==> config.mk <==
export PLATFORM = sky130hd
export DESIGN_NAME = psm_power_control
export DESIGN_NICKNAME = d
export VERILOG_FILES = /design/src/rtl/psm_power_control.v
export VERILOG_INCLUDE_DIRS = /design/src /design/src/inc
export SDC_FILE = /design/constraint.sdc
export NUM_CORES = 1
export LEC_CHECK = 0
export BUFFER_PORTS_ARGS = -buffer_cell sky130_fd_sc_hd__buf_2
export CAP_MARGIN = 10
export CORE_UTILIZATION = 25
export DETAILED_ROUTE_END_ITERATION = 16
export GPL_ROUTABILITY_DRIVEN = 0
export PLACE_DENSITY_LB_ADDON = 0.25
export SYNTH_ARGS = -nofsm -noshare
export SYNTH_HDL_FRONTEND = slang
export SYNTH_SLANG_ARGS = --single-unit
==> constraint.sdc <==
create_clock -name clk -period 1.5 [get_ports clk]
set_input_delay 0 -clock clk [delete_from_list [all_inputs] [get_ports clk]]
set_output_delay 0 -clock clk [all_outputs]
set_load 0.02 [all_outputs]
==> src/inc/psm_defs.vh <==
// constants for the power-saving mode controller
`ifndef PSM_DEFS_VH
`define PSM_DEFS_VH
`define PSM_ADDR_POWER_CONTROL 8'h87
`define PSM_RESET_POWER_CONTROL 8'h00
`define PSM_BIT_IDLE 0
`define PSM_BIT_POWERDOWN 1
`define PSM_BIT_UART2_TX_CLK 2
`define PSM_BIT_UART2_RX_CLK 3
`define PSM_BIT_ADC_IRQ_EN 4
`define PSM_BIT_LVR_DISABLE 5
`define PSM_BIT_UART2_DOUBLE 6
`define PSM_BIT_UART_DOUBLE 7
`define PSM_MACHINE_CYCLE_CLKS 12
`define PSM_RESTART_MACHINE_CYCLES 3
`define PSM_RESTART_CLKS (`PSM_RESTART_MACHINE_CYCLES * `PSM_MACHINE_CYCLE_CLKS)
`endif

==> src/rtl/psm_power_control.v <==
// power-saving mode controller with power control register
//
// Functional notes
// - writing bit 0 enters idle, cpu halted
// - writing bit 1 enters power-down
// - idle-setting instruction is last one executed
// - peripherals keep running during idle
// - cpu state held unchanged while idle
// - enabled interrupt clears idle bit in hardware
// - resume after instruction that set idle
// - internal reset restarts after 3 machine cycles
// - power-down stops the oscillator
// - ram and registers kept in power-down
// - only reset exits power-down
// - low-voltage detector active in power-down
// - power-down disables pwm, i2c, display channel, usb
// - register at 87 hex, resets to 00
// - bit 5 disables low-voltage reset
// - bit 4 enables adc interrupt
// - bits 7 and 6 double uart baud
// - bits 3 and 2 select uart2 clocks
// - low-voltage reset enabled after power-up
//
// Local design decision: strobed register access.
`timescale 1ns/1ps
`include "psm_defs.vh"

module psm_power_control (
  // clock and reset
  input  wire       clk,
  input  wire       rst_b,
  // register port
  input  wire [7:0] regAddr,
  input  wire [7:0] regWrData,
  input  wire       regWrStb,
  input  wire       regRdStb,
  output reg  [7:0] regRdData,
  // core handshake
  input  wire       instrRetire,
  input  wire       irqPending,
  input  wire       internalReset,
  // low-voltage detector
  input  wire       lowVoltageDetect,
  // control outputs
  output wire       cpuRun,
  output wire       cpuHold,
  output wire       oscEnable,
  output wire       periphEnable,
  output wire       portsHold,
  output wire       lowVoltageReset,
  output wire       uartBaudDouble,
  output wire       uart2BaudDouble,
  output wire       adcIrqEnable,
  output wire       uart2RxClockSelect,
  output wire       uart2TxClockSelect,
  output wire       idleActive,
  output wire       powerdownActive
);

  // ==========================================================
  // state encoding
  localparam [3:0] ST_RUN     = 4'h1;
  localparam [3:0] ST_IDLE    = 4'h2;
  localparam [3:0] ST_PDOWN   = 4'h4;
  localparam [3:0] ST_RESTART = 4'h8;
  // restart hold length, loaded then counted down to zero
  localparam integer RESTART_LOAD = `PSM_RESTART_CLKS - 1;

  function hitReg;
    input [7:0] a;
    begin
      hitReg = (a == `PSM_ADDR_POWER_CONTROL);
    end
  endfunction

  reg [7:0] powerControl;
  reg [3:0] state;
  reg [3:0] next_state;
  reg [5:0] restartCnt;
  reg       lowVoltMeta;
  reg       lowVoltSync;
  reg       irqMeta;
  reg       irqSync;
  wire      wrHit = regWrStb && hitReg(regAddr);

  // ==========================================================
  // input synchronisers
  always @(posedge clk) begin
    if (!rst_b) begin
      lowVoltMeta <= 1'b0;
      lowVoltSync <= 1'b0;
      irqMeta     <= 1'b0;
      irqSync     <= 1'b0;
    end else begin
      lowVoltMeta <= lowVoltageDetect;
      lowVoltSync <= lowVoltMeta;
      irqMeta <= irqPending;
      irqSync <= irqMeta;
    end
  end

  // ==========================================================
  // power control register
  always @(posedge clk) begin
    if (!rst_b || internalReset) begin
      powerControl <= `PSM_RESET_POWER_CONTROL;
    end else if (state == ST_PDOWN) begin
      powerControl <= powerControl;
    end else if (wrHit) begin
      powerControl <= regWrData;
      if (state == ST_IDLE && irqSync)
        powerControl[`PSM_BIT_IDLE] <= 1'b0;
    end else if (state == ST_IDLE && irqSync) begin
      powerControl[`PSM_BIT_IDLE] <= 1'b0;
    end
  end

  // ==========================================================
  // mode sequencer
  always @* begin
    next_state = state;
    case (state)
      ST_RUN: begin
        if (powerControl[`PSM_BIT_POWERDOWN] && instrRetire)
          next_state = ST_PDOWN;
        else if (powerControl[`PSM_BIT_IDLE] && instrRetire)
          next_state = ST_IDLE;
      end
      ST_IDLE: begin
        if (!powerControl[`PSM_BIT_IDLE])
          next_state = ST_RUN;
      end
      ST_PDOWN:   next_state = ST_PDOWN;
      ST_RESTART: begin
        if (restartCnt == 6'd0)
          next_state = ST_RUN;
      end
      default:    next_state = ST_RUN;
    endcase
  end

  always @(posedge clk) begin
    if (!rst_b) begin
      state      <= ST_RUN;
      restartCnt <= 6'd0;
    end else if (internalReset) begin
      state      <= ST_RESTART;
      restartCnt <= RESTART_LOAD[5:0];
    end else begin
      state <= next_state;
      if (state == ST_RESTART && restartCnt != 6'd0)
        restartCnt <= restartCnt - 6'd1;
    end
  end

  // ==========================================================
  // register read port
  always @(posedge clk) begin
    if (!rst_b)
      regRdData <= 8'h00;
    else if (regRdStb && hitReg(regAddr))
      regRdData <= powerControl;
    else
      regRdData <= 8'h00;
  end

  // ==========================================================
  // outputs
  assign idleActive      = (state == ST_IDLE);
  assign powerdownActive = (state == ST_PDOWN);
  // cpu halted and state held while idle or down
  assign cpuHold         = (state != ST_RUN);
  // set idle or power-down bit stops issue after current instruction
  assign cpuRun          = (state == ST_RUN) && !(instrRetire &&
                           (powerControl[`PSM_BIT_IDLE] ||
                            powerControl[`PSM_BIT_POWERDOWN]));
  assign oscEnable       = !powerdownActive;
  assign periphEnable    = !powerdownActive;
  assign portsHold       = cpuHold;
  assign lowVoltageReset = lowVoltSync &&
                           !powerControl[`PSM_BIT_LVR_DISABLE];
  assign uartBaudDouble     = powerControl[`PSM_BIT_UART_DOUBLE];
  assign uart2BaudDouble    = powerControl[`PSM_BIT_UART2_DOUBLE];
  assign adcIrqEnable       = powerControl[`PSM_BIT_ADC_IRQ_EN];
  assign uart2RxClockSelect = powerControl[`PSM_BIT_UART2_RX_CLK];
  assign uart2TxClockSelect = powerControl[`PSM_BIT_UART2_TX_CLK];

endmodule // psm_power_control

# Word level (Yosys, flattened, before mapping)
# Cells that the tools add are included.
dict set report op_classes {
  n_eq_ne 12
  mux 11
  bitwise 2
  addsub 1
  n_reduce_logical 25
  multipliers 0
  shift 0
  n_lt_le_gt_ge 0
  n_div 0
}
# cell count
set ops {}
lappend ops {{$mux W4} 5}
lappend ops {{$pmux W4 S4} 1}
lappend ops {{$mux W6} 2}
lappend ops {{$logic_and A1 B1 Y1} 9}
lappend ops {{$ne A3 B3 Y1 const B} 3}
lappend ops {{$eq A8 B8 Y1 const B} 1}
lappend ops {{$logic_not A6 Y1} 1}
lappend ops {{$reduce_and A2 Y1} 3}
lappend ops {{$reduce_and A3 Y1} 2}
lappend ops {{$reduce_bool A6 Y1} 1}
lappend ops {{$sub A6 B1 Y6 const B} 1}
lappend ops {{$eq A4 B1 Y1 const B} 1}
lappend ops {{$eq A4 B2 Y1 const B} 1}
lappend ops {{$eq A4 B3 Y1 const B} 1}
lappend ops {{$eq A4 B4 Y1 const B} 1}
lappend ops {{$logic_not A1 Y1} 4}
lappend ops {{$ne A2 B2 Y1 const B} 2}
lappend ops {{$ne A4 B1 Y1 const B} 1}
lappend ops {{$ne A4 B4 Y1 const B} 1}
lappend ops {{$reduce_bool A2 Y1} 2}
lappend ops {{$mux W1} 3}
lappend ops {{$logic_or A1 B1 Y1} 2}
lappend ops {{$not A1 Y1} 2}
lappend ops {{$reduce_or A2 Y1} 1}
dict set report totals {
  mem_bits_ro 0
  n_memories 0
  wordCells 62
  latchBits 0
  ramBits 0
  out_inout_bits 21
  register_bits 30
  inputBits 24
}

# Depth between registers and ports, before layout
# Gate-level depths: netlist (run 1).
dict set report logic_depth {
  word_depth 5
  ltp_mapped 6
  mapped_depth_nobuf 6
}

# Worst setup path after synthesis (run 1)
# Ideal clock, no wire load.
dict set report synth_timing {
  path_type {reg-to-reg}
  from {register state[3]}
  to {register state[0]}
  path_stages_with_launch 6
  t_arrival_ps 1546
  slack_ps -115
  n_path_buf 0
  setup_ps 69
  path_cell_list {dfxtp_1 -> nor4b_1 -> inv_1 -> nor2_1 -> a41oi_1 -> o21ai_1}
}
dict set report synth_between {
  elab_chain_len 3
  elab_cells_between_ends 10
  classes_between {eq/ne (7); mux (2); reduce/logical (1)}
}
# element line
set synth_lines {}
lappend synth_lines {{from (decl)} psm_power_control.v:77} ;# reg [3:0] state;
lappend synth_lines {{from (signal assigned)} psm_power_control.v:150} ;# state <= next_state;
lappend synth_lines {{$eq A4 B1 Y1 (tied with other cells)} psm_power_control.v:122} ;# case (state)
lappend synth_lines {{$ne A4 B4 Y1 (no line) (tied with other cells)} -}
lappend synth_lines {{$reduce_and A3 Y1 (no line) / $mux W4 (equally long branches)} -}
# Parallel ways exist; a longest one is shown, timed or not.
# A chain may end at the register's enable or synchronous reset.

# Final worst setup path (run 1)
dict set report layout_timing {
  from {register state[3]}
  to {register powerControl[0]}
}
dict set report layout_between {
  elab_chain_len 4
  elab_cells_between_ends 8
  classes_between {eq/ne (2); mux (2); bitwise (1); reduce/logical (3)}
}
# element line
set layout_lines {}
lappend layout_lines {{$eq A4 B2 Y1} {psm_power_control.v:111, psm_power_control.v:113}}
lappend layout_lines {{$logic_and A1 B1 Y1} {psm_power_control.v:111, psm_power_control.v:113}}
lappend layout_lines {{$mux W1 / $reduce_bool A2 Y1 (equally long branches)} -}
lappend layout_lines {{$mux W1 / $reduce_and A2 Y1 (equally long branches)} -}
lappend layout_lines {{to (signal assigned)} psm_power_control.v:106} ;# powerControl <= `PSM_RESET_POWER_CONTROL;
lappend layout_lines {{to (signal assigned)} psm_power_control.v:108} ;# powerControl <= powerControl;
lappend layout_lines {{to (signal assigned)} psm_power_control.v:110} ;# powerControl <= regWrData;
lappend layout_lines {{to (decl)} psm_power_control.v:76} ;# reg [7:0] powerControl;
# Parallel ways exist; a longest one is shown, timed or not.

==> flow_summary.toml, run 1 <==
[outcome]
outcome = "finished, violations left"
violations = "hold timing"

[sta]
drv_slew = 0
clock_skew_ns = 0.00567
min_period_over_period = 0.982
worst_slack_ns = 0.0273
finalHoldViolCount = 1
hold_ws_ns = -0.00140
fmax_mhz = 679
post-route-min-period_ns = 1.47
rsz0062_at_grt = "true"
fin_setup_tns_ns = 0
max_slew_margin = 0.652
setup_violations = 0
tightest_slew_ns = 0.521

[layout]
nNetsFinal = 205
regArea_sq_um = 603
drive_gt1_frac = 0.439
fin_util = 0.408
multi_input_area_sq_um = 634
area_growth_syn_to_layout_pct = 52.5
stdcell_area_sq_um = 1840
finalNonFillerCells = 232
antenna_cells = 0
fillers = 464

[synth]
yosys-top-cells-count = "dfxtp_1 (30), nor2_1 (13), and2_1 (12)"
synth_area_leaders = "dfxtp_1 (50%), mux2i_1 (8.3%), and2_1 (6.2%)"
syn_area_sq_um = 1200
ys_warn_count = 0
synth_edf_count = 0
yosysSeqAreaShare = 0.498
synth_top_cell_by_area = "dfxtp_1"
synthArstFlopShare = 0
syn_avg_cell_area_sq_um = 10.7
synth_top_area_share = 0.498
ys_seq_elements = 30
ys_types = 35
syn_nets = 139
synth_flop_cell = "dfxtp_1"
synth.most_common_cell = "dfxtp_1"
syn_inst = 113

[critical_path]
worst-path-stages = 4
cp_slowest_cell = "or4b_4"
end_kind = "flop"
required_ns = 1.65
critical_path.cell_chain = "or4b_4 -> nand4_4 -> mux2i_1 -> a211oi_2"
crit_family = "simple AND/OR/NAND/NOR gates"
slowest_delay_ns = 0.56
cp-endpoint = "powerControl[0]"
reg2reg_from = "state[3]"
crit_type = "reg2reg"
arrival_ns = 1.62
worst-path-buf-inv = 0
crit_fanout = 8
r2r-end = "powerControl[0]"
startpoint = "state[3]"
reg2reg_slack_ns = 0.03
reg2reg_depth = 4
cp-start-kind = "flop"

[route]
wl_met2_um = 1420
vias_per_cell = 4.46
m1WireLength_um = 1340
vias = 1034
drt_wl_total_um = 2970
wire_per_inst_um = 12.8
postRouteAntennaNets = 0
wl_met3_um = 148
first_iter_violations = 42
topRoutingLayerUsed = "met4"
detail_route.first_pass.iterations = 2
drcViolationCount = 0

[global_routing]
grt_pass1_wl_um = 4820
grt_use_total = 0.125
grt_max_degree = 14
grt_pass1_vias = 1055
overflow = 0
antenna_found_initial = 0

[job]
cap_viol_max_count = 0

[clock_tree]
cts_tree = "done"
clock_sinks = 30
cts.path.max_buffers = 2
numCtsBuffers = 5
insertion_delay_ns = 0.28
cts-root-buf = "clkbuf_8"
htree_levels = 2
cts.clk_slew.worst_paths_ns = 0.07

[die]
chipHeight_um = 71.4
dieArea_sq_um = 5100
io_pins = 45
core-area_sq_um = 4500
die_w_um = 71.4
initial_core_util = 0.268
rows = 24

[power]
seqPwrFrac = 0.486
netSwitchingPower_mw = 0.410
swShare = 0.241
ir_worst_vdd_mv = 0.457
p_comb_frac = 0.119
p_per_area_nw_per_um2 = 925
leakagePower_nw = 0.857
p_int_mw = 1.29
p_clk_frac = 0.395

[placement]
place_area_sq_um = 1530
dp_hpwl_um = 2120
dpl_worst_slack_ns = -0.0175
portBuffers = 44
dp_cells = 213

[min_path]
hold_class = "in2reg"
==> worst register-to-register path, stage by stage, from the launching register on <==
cell      delay (ns)
dfxtp_2         0.32
or4b_4          0.56
nand4_4         0.17
mux2i_1         0.24
a211oi_2        0.05
==> logic make-up (layout without fill, tap and decap cells) <==
group                    count (synthesis)  after routing  synth area share
flip-flops                              30             30             0.498
XOR/XNOR                                 4              4            0.0291
buffers and inverters                   11             78            0.0415
multiplexers                            10             10            0.0831
AND/OR/NAND/NOR                         42             42             0.238
AO/OA/AOI/OAI                           14             14            0.0893
adder cells (fa/ha/maj)                  2              2            0.0208
==> layout make-up <==
class / instances / share of cell area
Multi-Input combinational cell: 72 / 0.345
Inverter: 6 / 0.0123
Clock inverter: 2 / 0.00681
Tap cell: 52 / 0.0354
Sequential cell: 30 / 0.328
Timing Repair Buffer: 64 / 0.227
Clock buffer: 6 / 0.0449
==> flip-flops by register name, indices dropped and copies added, names as in the netlist <==
signal	flops
powerControl	8
regRdData	8
restartCnt	6
state	4
irqMeta	1
irqSync	1
lowVoltMeta	1
lowVoltSync	1
==> repair_timing <==
item                       CTS  global route
pin swaps                    0             4
setup buffers                1             0
hold buffers                10             0
resized for setup            5            16
hold endpoints to repair    11             0
setup endpoints to repair   10            16
==> worst min path at each step <==
stage	slack (ns)	to	cells after the start	startpoint
2_1_floorplan	0.1	state[0]	1	internalReset
3_3_place_gp	0.21	irqMeta	2	irqPending
3_5_place_dp	0.21	irqMeta	2	irqPending
4_1_cts	0.004	state[0]	2	rst_b
5_1_grt	0.01	state[0]	2	rst_b
6_report	-0.001	state[0]	2	rst_b
==> metal layers <==
metal	up-vias	global-route usage
met5	-	0
met4	0	0.0622
met3	9	0.0394
met2	34	0.203
met1	475	0.150
li1	516	-
==> metrics by stage <==
stage          hold WS, ns  total power, mW
4_1_cts            0.00358             1.69
2_1_floorplan       0.0990            0.922
3_3_place_gp         0.211            0.984
5_1_grt             0.0126             1.78
3_5_place_dp         0.215            0.990
6_report          -0.00140             1.70
==> power by group through the flow <==
stage	logic [mW]	registers [mW]	clock network (mW)
finish	0.203	0.825	0.671
global route	0.221	0.826	0.732
CTS	0.176	0.823	0.694
detailed placement	0.149	0.840	0
global placement	0.144	0.840	0
floorplan	0.0823	0.840	0
==> cell usage in the layout, fill, tap and decap left out, types with 2 or more instances in the layout <==
master         Yosys  layout
buf_2              1      41
dfxtp_1           30      28
nor2_1            13      12
and2_1            12      12
mux2i_1           10      10
dlygate4sd3_1      0      10
buf_4              2       9
clkbuf_8           0       6
inv_1              6       4
nor4b_4            0       4
buf_6              0       4
xor2_1             3       3
inv_2              0       2
o21a_1             2       2
nand2_1            2       2
o211ai_1           2       2
a21boi_1           2       2
ha_1               2       2
dfxtp_2            0       2
No activity file was read; power rests on OpenSTA's default activity.
==> inputs of run 2 (changes only) <==
--- a/config.mk
+++ b/config.mk
@@ -12,6 +12,7 @@
 export DETAILED_ROUTE_END_ITERATION = 16
 export GPL_ROUTABILITY_DRIVEN = 0
 export PLACE_DENSITY_LB_ADDON = 0.25
+export RECOVER_POWER = 25
 export SYNTH_ARGS = -nofsm -noshare
 export SYNTH_HDL_FRONTEND = slang
 export SYNTH_SLANG_ARGS = --single-unit
==> flow_summary.toml, run 2 (synthesis results as in run 1) <==
[clock_tree]
cts.clk_slew.worst_paths_ns = 0.07
clock_sinks = 30
insertion_delay_ns = 0.28
cts-root-buf = "clkbuf_8"
cts_tree = "done"
htree_levels = 2
numCtsBuffers = 5
cts.path.max_buffers = 2

[placement]
portBuffers = 44
dp_hpwl_um = 2120
place_area_sq_um = 1530
dp_cells = 213

[layout]
fin_util = 0.407
stdcell_area_sq_um = 1830
area_growth_syn_to_layout_pct = 52.0
layout_common_cells = "buf_2 (36), dfxtp_1 (28), nor2_1 (12)"
finalNonFillerCells = 232
final_common_cell = "buf_2"
drive_gt1_frac = 0.411
reg_top3 = "powerControl (8), regRdData (8), restartCnt (6)"
nNetsFinal = 205
fillers = 467
antenna_cells = 0

[power]
p_total_mw = 1.70
p_per_area_nw_per_um2 = 928
leakagePower_nw = 0.834
ir_worst_vdd_mv = 0.457

[critical_path]
slowest_delay_ns = 0.56
crit_fanout = 8
cp_slowest_cell = "or4b_4"
required_ns = 1.65
critical_path.cell_chain = "or4b_4 -> nand4_4 -> mux2i_1 -> a211oi_2"
crit_type = "reg2reg"
end_kind = "flop"
arrival_ns = 1.62
cp-start-kind = "flop"

[global_routing]
grt_pass1_wl_um = 4820
grt_pass1_vias = 1055
overflow = 0
antenna_found_initial = 0
grt_max_degree = 14
grt_use_total = 0.125

[route]
drt_wl_total_um = 2980
drcViolationCount = 0
detail_route.first_pass.iterations = 2
wire_per_inst_um = 12.8
vias = 1034
vias_per_cell = 4.46
first_iter_violations = 42
postRouteAntennaNets = 0

[die]
initial_core_util = 0.268
chipHeight_um = 71.4
core-area_sq_um = 4500
io_pins = 45
dieArea_sq_um = 5100
die_w_um = 71.4
rows = 24

[sta]
post-route-min-period_ns = 1.47
hold_ws_ns = -0.00116
setup_violations = 0
max_slew_margin = 0.652
rsz0062_at_grt = "true"
drv_slew = 0
min_period_over_period = 0.982
clock_skew_ns = 0.00583
tightest_slew_ns = 0.521
fmax_mhz = 679
finalHoldViolCount = 1

[outcome]
violations = "hold timing"
outcome = "finished, violations left"

[job]
cap_viol_max_count = 0

[min_path]
hold_class = "in2reg"
==> run 2: changes by cell type in the layout (fill, tap and decap cells not counted) <==
cell / delta
buf_2: -5
clkbuf_1: +5
and2_0: +1
and2_1: -1
==> run 2: timing repair <==
action / CTS / global route
hold buffers: 10 / 0
pin swaps: 0 / 4
setup buffers: 1 / 0
endpoints found under the setup margin: 10 / 16
resized for setup: 5 / 16
endpoints found under the hold margin: 11 / 0
==> run 2: report_power, final <==
part           switching, mW  internal [mW]
clock                  0.304          0.368
combinational         0.0945          0.108
sequential            0.0120          0.813
==> run 2: final timing paths <==
path	slack, ns	endpoint	cells after the start	from
worst min-delay path	-0.001	state[0]	2	rst_b
worst max register to register	0.03	powerControl[0]	4	state[3]
worst max-delay path	0.03	powerControl[0]	4	state[3]
worst min register to register	0.44	powerControl[0]	1	irqSync
==> run 2: per-layer routing <==
| metal | vias up | part of all wire | track usage |
|---|---|---|---|
| met1 | 475 | 0.45 | 0.150 |
| met4 | 0 | 0.019 | 0.0622 |
| li1 | 516 | - | - |
| met5 | - | 0 | 0 |
| met2 | 34 | 0.48 | 0.203 |
| met3 | 9 | 0.051 | 0.0394 |
==> run 2: layout make-up <==
type                            instances  area [sq um]  share of cell area
Multi-Input combinational cell         72           634               0.346
Sequential cell                        30           603               0.329
Timing Repair Buffer                   64           412               0.225
Clock buffer                            6          82.6              0.0451
Tap cell                               52          65.1              0.0355
Inverter                                6          22.5              0.0123
Clock inverter                          2          12.5             0.00683
==> run 2: worst max-delay path, delay by kind of cell, from the launching register on <==
family          cells  cell delay [ns]
compound gates      1             0.05
mux                 1             0.24
simple gates        2             0.73
flops               1             0.32
==> run 2: metrics by stage <==
step                setup WS [ns]  setup TNS [ns]
finish                     0.0271               0
global route              -0.0186          -0.117
CTS                       0.00601               0
detailed placement        -0.0175         -0.0271
global placement          0.00243               0
floorplan                 -0.0345         -0.0582
